===== src/rtl/uicr_pkg.sv =====
// Behaviour
// - Reads 07h-09h return contents; write/set/clear
// - Protect on: STP pull-up, high STP pulls data outside serial mode
// - Protect on: detect floating stop line outside serial mode
// - Protect off: drop all protect pulls
// - Fault output never qualified by VBUS comparator
// - Invert bit selects fault inversion
// - Clock sleep bit gates clock power only
// - Clock sleep bit one keeps serial clock
// - Clock bit honoured only serial and awake
// - Three-wire bit selects 3-pin serial interface
// - Device clears three-wire bit on exit
// - Six-wire bit selects 6-pin serial interface
// - Device clears six-wire bit on exit
// - Sleep bit in function control, stop wakes
package uicr_pkg;

  // ==========================================================
  // Register map
  localparam logic [5:0] UICR_ADDR_WRITE = 6'h07;
  localparam logic [5:0] UICR_ADDR_SET   = 6'h08;
  localparam logic [5:0] UICR_ADDR_CLEAR = 6'h09;
  localparam int         UICR_ADDR_W     = 6;
  localparam int         UICR_DATA_W     = 8;

  // ==========================================================
  // Field positions
  localparam int UICR_BIT_PROTECT_OFF = 7;
  localparam int UICR_BIT_NO_QUALIFY  = 6;
  localparam int UICR_BIT_INVERT      = 5;
  localparam int UICR_BIT_CLOCK_SLEEP = 3;
  localparam int UICR_BIT_THREE_WIRE  = 1;
  localparam int UICR_BIT_SIX_WIRE    = 0;

  // ==========================================================
  // Reset value and implemented bits
  localparam logic [7:0] UICR_RESET_VALUE = 8'h00;
  localparam logic [7:0] UICR_WRITE_MASK  = 8'hEB;

endpackage


===== src/rtl/uicr_top.sv =====
`timescale 1ns/1ns
module uicr_top
  #(parameter int DATA_LINES = 8)
  (
  input  wire logic                             core_clk,
  input  wire logic                             reset,
  input  wire logic                             reg_wr,
  input  wire logic                             reg_rd,
  input  wire logic [uicr_pkg::UICR_ADDR_W-1:0] reg_addr,
  input  wire logic [uicr_pkg::UICR_DATA_W-1:0] reg_wdata,
  output logic      [uicr_pkg::UICR_DATA_W-1:0] reg_rdata,
  output logic                                  reg_rd_valid,
  input  wire logic                             phy_sleep_n,
  input  wire logic                             link_clk,
  input  wire logic                             stp_in,
  input  wire logic                             vbus_fault_in,
  output logic                                  stp_pullup_en,
  output logic      [DATA_LINES-1:0]            data_pulldown_en,
  output logic                                  fault_compl_out,
  output logic                                  clock_power_en,
  output logic                                  three_wire_active,
  output logic                                  six_wire_active,
  output logic      [uicr_pkg::UICR_DATA_W-1:0] ctrl_value
  );
  import uicr_pkg::*;

  // ==========================================================
  // State
  typedef struct packed {
    logic [7:0]            ctrl;
    logic [7:0]            rdata;
    logic                  rd_valid;
    logic                  stp_s1;
    logic                  stp_s2;
    logic                  lclk_s1;
    logic                  lclk_s2;
    logic                  lclk_d;
    logic                  flt_s1;
    logic                  flt_s2;
    logic                  stp_float;
    logic                  stp_pullup;
    logic [DATA_LINES-1:0] data_pd;
    logic                  fault_compl;
    logic                  clk_pwr;
    logic                  ser3;
    logic                  ser6;
  } uicr_state_t;

  uicr_state_t st;
  uicr_state_t next_st;

  function automatic logic in_window(input logic [5:0] a);
    in_window = (a == UICR_ADDR_WRITE) || (a == UICR_ADDR_SET) ||
                (a == UICR_ADDR_CLEAR);
  endfunction

  logic link_edge;
  logic serial_on;
  logic prot_off;
  assign link_edge = st.lclk_s2 & ~st.lclk_d;
  assign serial_on = st.ctrl[UICR_BIT_THREE_WIRE] |
                     st.ctrl[UICR_BIT_SIX_WIRE];
  assign prot_off  = st.ctrl[UICR_BIT_PROTECT_OFF];

  // ==========================================================
  // Next state
  always_comb
  begin
    next_st = st;
    next_st.stp_s1  = stp_in;
    next_st.stp_s2  = st.stp_s1;
    next_st.lclk_s1 = link_clk;
    next_st.lclk_s2 = st.lclk_s1;
    next_st.lclk_d  = st.lclk_s2;
    next_st.flt_s1  = vbus_fault_in;
    next_st.flt_s2  = st.flt_s1;

    // Stop high at a link edge ends serial mode
    if (serial_on && link_edge && st.stp_s2)
    begin
      next_st.ctrl[UICR_BIT_THREE_WIRE] = 1'b0;
      next_st.ctrl[UICR_BIT_SIX_WIRE]   = 1'b0;
    end

    // Register writes win over the self-clear
    if (reg_wr)
    begin
      unique case (reg_addr)
        UICR_ADDR_WRITE:
          next_st.ctrl = reg_wdata & UICR_WRITE_MASK;
        UICR_ADDR_SET:
          next_st.ctrl = st.ctrl | (reg_wdata & UICR_WRITE_MASK);
        UICR_ADDR_CLEAR:
          next_st.ctrl = st.ctrl & ~reg_wdata;
        default:
          next_st.ctrl = next_st.ctrl;
      endcase
    end

    next_st.rd_valid = reg_rd;
    next_st.rdata    = (reg_rd && in_window(reg_addr)) ? st.ctrl
                                                      : 8'h00;

    // Floating stop line caught by the weak pull-up
    if (prot_off || serial_on)
      next_st.stp_float = 1'b0;
    else if (link_edge)
      next_st.stp_float = st.stp_s2;

    next_st.stp_pullup = ~prot_off;
    next_st.data_pd = {DATA_LINES{next_st.stp_float & ~prot_off}};

    // No comparator term: fault pin only
    next_st.fault_compl = st.flt_s2 ^
                          st.ctrl[UICR_BIT_INVERT];

    if (serial_on && phy_sleep_n)
      next_st.clk_pwr = st.ctrl[UICR_BIT_CLOCK_SLEEP];
    else if (serial_on)
      next_st.clk_pwr = 1'b0;
    else
      next_st.clk_pwr = 1'b1;

    next_st.ser3 = st.ctrl[UICR_BIT_THREE_WIRE];
    next_st.ser6 = st.ctrl[UICR_BIT_SIX_WIRE];
  end

  always_ff @(posedge core_clk)
  begin
    if (reset)
    begin
      st            <= '0;
      st.ctrl       <= UICR_RESET_VALUE;
      st.stp_pullup <= 1'b1;
      st.clk_pwr    <= 1'b1;
    end
    else
      st <= next_st;
  end

  // ==========================================================
  // Outputs
  assign reg_rdata         = st.rdata;
  assign reg_rd_valid      = st.rd_valid;
  assign stp_pullup_en     = st.stp_pullup;
  assign data_pulldown_en  = st.data_pd;
  assign fault_compl_out   = st.fault_compl;
  assign clock_power_en    = st.clk_pwr;
  assign three_wire_active = st.ser3;
  assign six_wire_active   = st.ser6;
  assign ctrl_value        = st.ctrl;
endmodule


===== config.mk =====
export PLATFORM = sky130hd
export DESIGN_NAME = uicr_top
export DESIGN_NICKNAME = d
export VERILOG_FILES = /design/src/rtl/uicr_pkg.sv /design/src/rtl/uicr_top.sv
export SDC_FILE = /design/constraint.sdc
export NUM_CORES = 1
export LEC_CHECK = 0
export ABC_AREA = 1
export BUFFER_PORTS_ARGS = -buffer_cell sky130_fd_sc_hd__buf_2
export CELL_PAD_IN_SITES_DETAIL_PLACEMENT = 1
export CELL_PAD_IN_SITES_GLOBAL_PLACEMENT = 2
export CORE_ASPECT_RATIO = 0.9
export CORE_MARGIN = 4
export CORE_UTILIZATION = 26
export DETAILED_ROUTE_END_ITERATION = 10
export GPL_ROUTABILITY_DRIVEN = 0
export HOLD_SLACK_MARGIN = 0.08
export PLACE_DENSITY_LB_ADDON = 0.1
export SYNTH_ARGS = -nofsm -noshare
export SYNTH_HDL_FRONTEND = slang
export SYNTH_SLANG_ARGS = --single-unit

===== constraint.sdc =====
create_clock -name core_clk -period 1.35 [get_ports core_clk]
set_clock_uncertainty 0.15 [all_clocks]
set_input_delay 0.135 -clock core_clk [delete_from_list [all_inputs] [get_ports core_clk]]
set_output_delay 0.135 -clock core_clk [all_outputs]
set_load 0.02 [all_outputs]

==> impl_metrics.py <==
metrics = {
    "status": {
        "status": "finished, final reports clean",
    },
    "floorplanning": {
        "io_pins": 52,
        "die_h_um": 75.6,
        "coreArea_um2": 4890,
        "rows": 24,
        "dieArea_um2": 6290,
        "start_util_pct": 27.0,
        "die_x_um": 83.1,
    },
    "cts": {
        "cts_setup_buffers": 0,
        "htreeDepth": 2,
        "clk_latency_ps": 270,
        "cts-root-buf": "clkbuf_8",
        "cts_buffer_depth": 2,
        "path_clk_slew_ps": 60,
        "cts_tree": "built",
        "clock_sinks": 31,
        "cts_made_buffers": 5,
    },
    "synthesis": {
        "synth.largest_area_cell": "dfxtp_1",
        "synthTopCellsByArea": "dfxtp_1 47%, buf_4 14%, nor2_1 8.5%",
        "synth_area_um2": 1320,
        "syn_area_per_cell_um2": 8.01,
        "synth_top_area_share_pct": 47.0,
        "synth_compound_area_share_pct": 5.68,
        "synth_top_family_by_area": "simple AND/OR/NAND/NOR gates",
        "yosysWarnings": 0,
        "synth-seq-area-share_pct": 47.0,
        "syn_inst": 165,
        "synth_xor_xnor_area_share_pct": 0.663,
        "synth_cell_types": 22,
        "synthAdderAreaFrac_pct": 0,
        "syn_nets": 187,
        "synth-simple-area-share_pct": 25.9,
        "muxShareOfSynthArea_pct": 0,
        "ys_ff_latch": 31,
    },
    "finish": {
        "layout.cells.non_filler": 279,
        "layout-drive-gt1-share_pct": 34.6,
        "n_fill_cell": 617,
        "syn2layout_area_growth_pct": 33.0,
        "mostFrequentLayoutCell": "buf_2",
        "fin_util_pct": 35.9,
        "nets": 235,
        "final_cell_mix": "50 x buf_2, 31 x dfxtp_1, 29 x nor2_1",
        "num_antenna_cells": 0,
    },
    "grt": {
        "grt_overflow": 0,
        "antenna_found_initial": 0,
        "track_usage_pct": 11.1,
        "grt_pass1_vias": 1170,
        "grt_first_pass_wirelength_mm": 5.45,
        "grt_max_degree": 14,
    },
    "setup_path": {
        "critPathMaxStageDelay_ps": 530,
        "path_cells": "dlygate4sd3_1, buf_2, nor2_2, nand2_2, nor2_1",
        "cp_max_fo": 13,
        "critPathBufInv": 2,
        "critPathKind": "input port to flop",
        "cp-end-kind": "flop",
        "cp-start-kind": "input port",
        "path_delay_family": "buffers and inverters",
        "arrival_ps": 1330,
        "cp_slowest_cell": "dlygate4sd3_1",
        "crit_required_ps": 1400,
    },
    "sta": {
        "finalWorstSetupSlack_ps": 76.5,
        "hold_viol_final": 0,
        "whs_ps": 150,
        "max_freq_mhz": 785,
        "setup_viol": 0,
        "period_share_pct": 94.3,
        "rsz0062_at_grt": "false",
        "slew_headroom_pct": 76.9,
        "min_period_ps": 1270,
        "tns_ps": 0,
        "tightest_slew_ps": 344,
        "drv_slew": 0,
    },
    "detailed_routing": {
        "viasPerCell": 4.08,
        "ant_nets": 0,
        "wl_per_cell_um": 11.7,
        "firstDrtPassIters": 4,
        "drcViolationCount": 0,
        "drtIter0Drc": 25,
        "wl_mm": 3.27,
        "vias": 1139,
    },
    "power": {
        "p_per_area_nw_per_um2": 1150,
        "power.leakage_nw": 0.820,
        "ir_drop_uv": 817,
    },
    "placement": {
        "dp_cells": 256,
        "hpwl_mm": 2.53,
        "io_buffers": 51,
        "place_ws_ps": 76.1,
    },
    "min_path": {
        "hold_path_class": "input port to flop",
    },
    "run": {
        "drv_cap": 0,
    },
}
==> cell usage after synthesis <==
master,number
dfxtp_1,31
nand3_2,2
a21oi_1,8
clkbuf_1,2
inv_1,21
nand2_1,14
inv_2,1
nand2_2,3
nand4_1,1
nor3_1,1
buf_4,24
buf_1,1
nand3b_1,4
o21ai_0,2
xnor2_1,1
nor2_1,30
o21bai_1,1
nor2_4,1
a21oi_2,2
nand2_4,1
nor3_2,1
nand3_1,13
==> routing by layer <==
metal	track usage [%]	up-vias	part of all wire, %
met1	12.2	517	42
met2	19.5	38	49
li1	-	580	-
met5	0	-	0
met4	4.36	0	1.3
met3	4.54	4	7.2
==> area by class of cell <==
| class | count | area, um2 | share of cell area [%] |
|---|---|---|---|
| clock buffers | 6 | 82.6 | 4.70 |
| clock inverters | 2 | 35.0 | 1.99 |
| inverters | 22 | 82.6 | 4.70 |
| multi-input cells | 85 | 429 | 24.4 |
| flip-flops and latches | 31 | 621 | 35.3 |
| well taps | 65 | 81.3 | 4.63 |
| repair buffers | 68 | 427 | 24.3 |
==> cells by family after synthesis <==
logic type                after synthesis
and+or+nand+nor                        71
buffers and inverters                  49
DFF                                    31
AOI/OAI and AO/OA                      13
xor gates and xnor gates                1
==> worst paths after layout <==
path                            start                    endpoint  slack [ps]  depth (start not counted)
min reg2reg    next_st[19]$_SDFF_PP0_           st[19]$_SDFF_PP0_         250                          2
min                       reg_addr[0]  ctrl_value[4]$_SDFFE_PP0P_         150                          5
max                             reset     reg_rdata[7]$_SDFF_PP0_          80                          5
max reg2reg  ctrl_value[1]$_SDFF_PP0_    ctrl_value[1]$_SDFF_PP0_         250                          4
==> tightest hold or removal path, stage by stage <==
cell	delay, ps
buf_2	110
nand3_1	110
nor2_1	50
nor2_1	90
nor2_1	40
==> stage by stage <==
step	area [um2]	power (mW)
after CTS	1750	2.06
after detailed placement	1480	1.09
after global placement	1480	1.08
after global routing	1760	2.13
after floorplan	1320	1.03
final	1760	2.03
==> power breakdown <==
group	internal, mW	switching [mW]
Combinational	0.0813	0.0842
Clock	0.596	0.330
Sequential	0.930	0.00535
Total	1.61	0.419
==> sequential cells by signal (all words and copies together) (netlist names) <==
name               cells
clock_power_en         1
ctrl_value             8
data_pulldown_en       1
fault_compl_out        1
next_st                4
reg_rd_valid           1
reg_rdata              8
six_wire_active        1
st                     4
stp_pullup_en          1
three_wire_active      1
==> repair_timing <==
action	in CTS	in global routing
endpoints found under the setup margin	0	8
hold endpoints to repair	18	0
gates resized for setup	0	5
hold buffers	15	0
No activity file was read; power rests on OpenSTA's default activity.
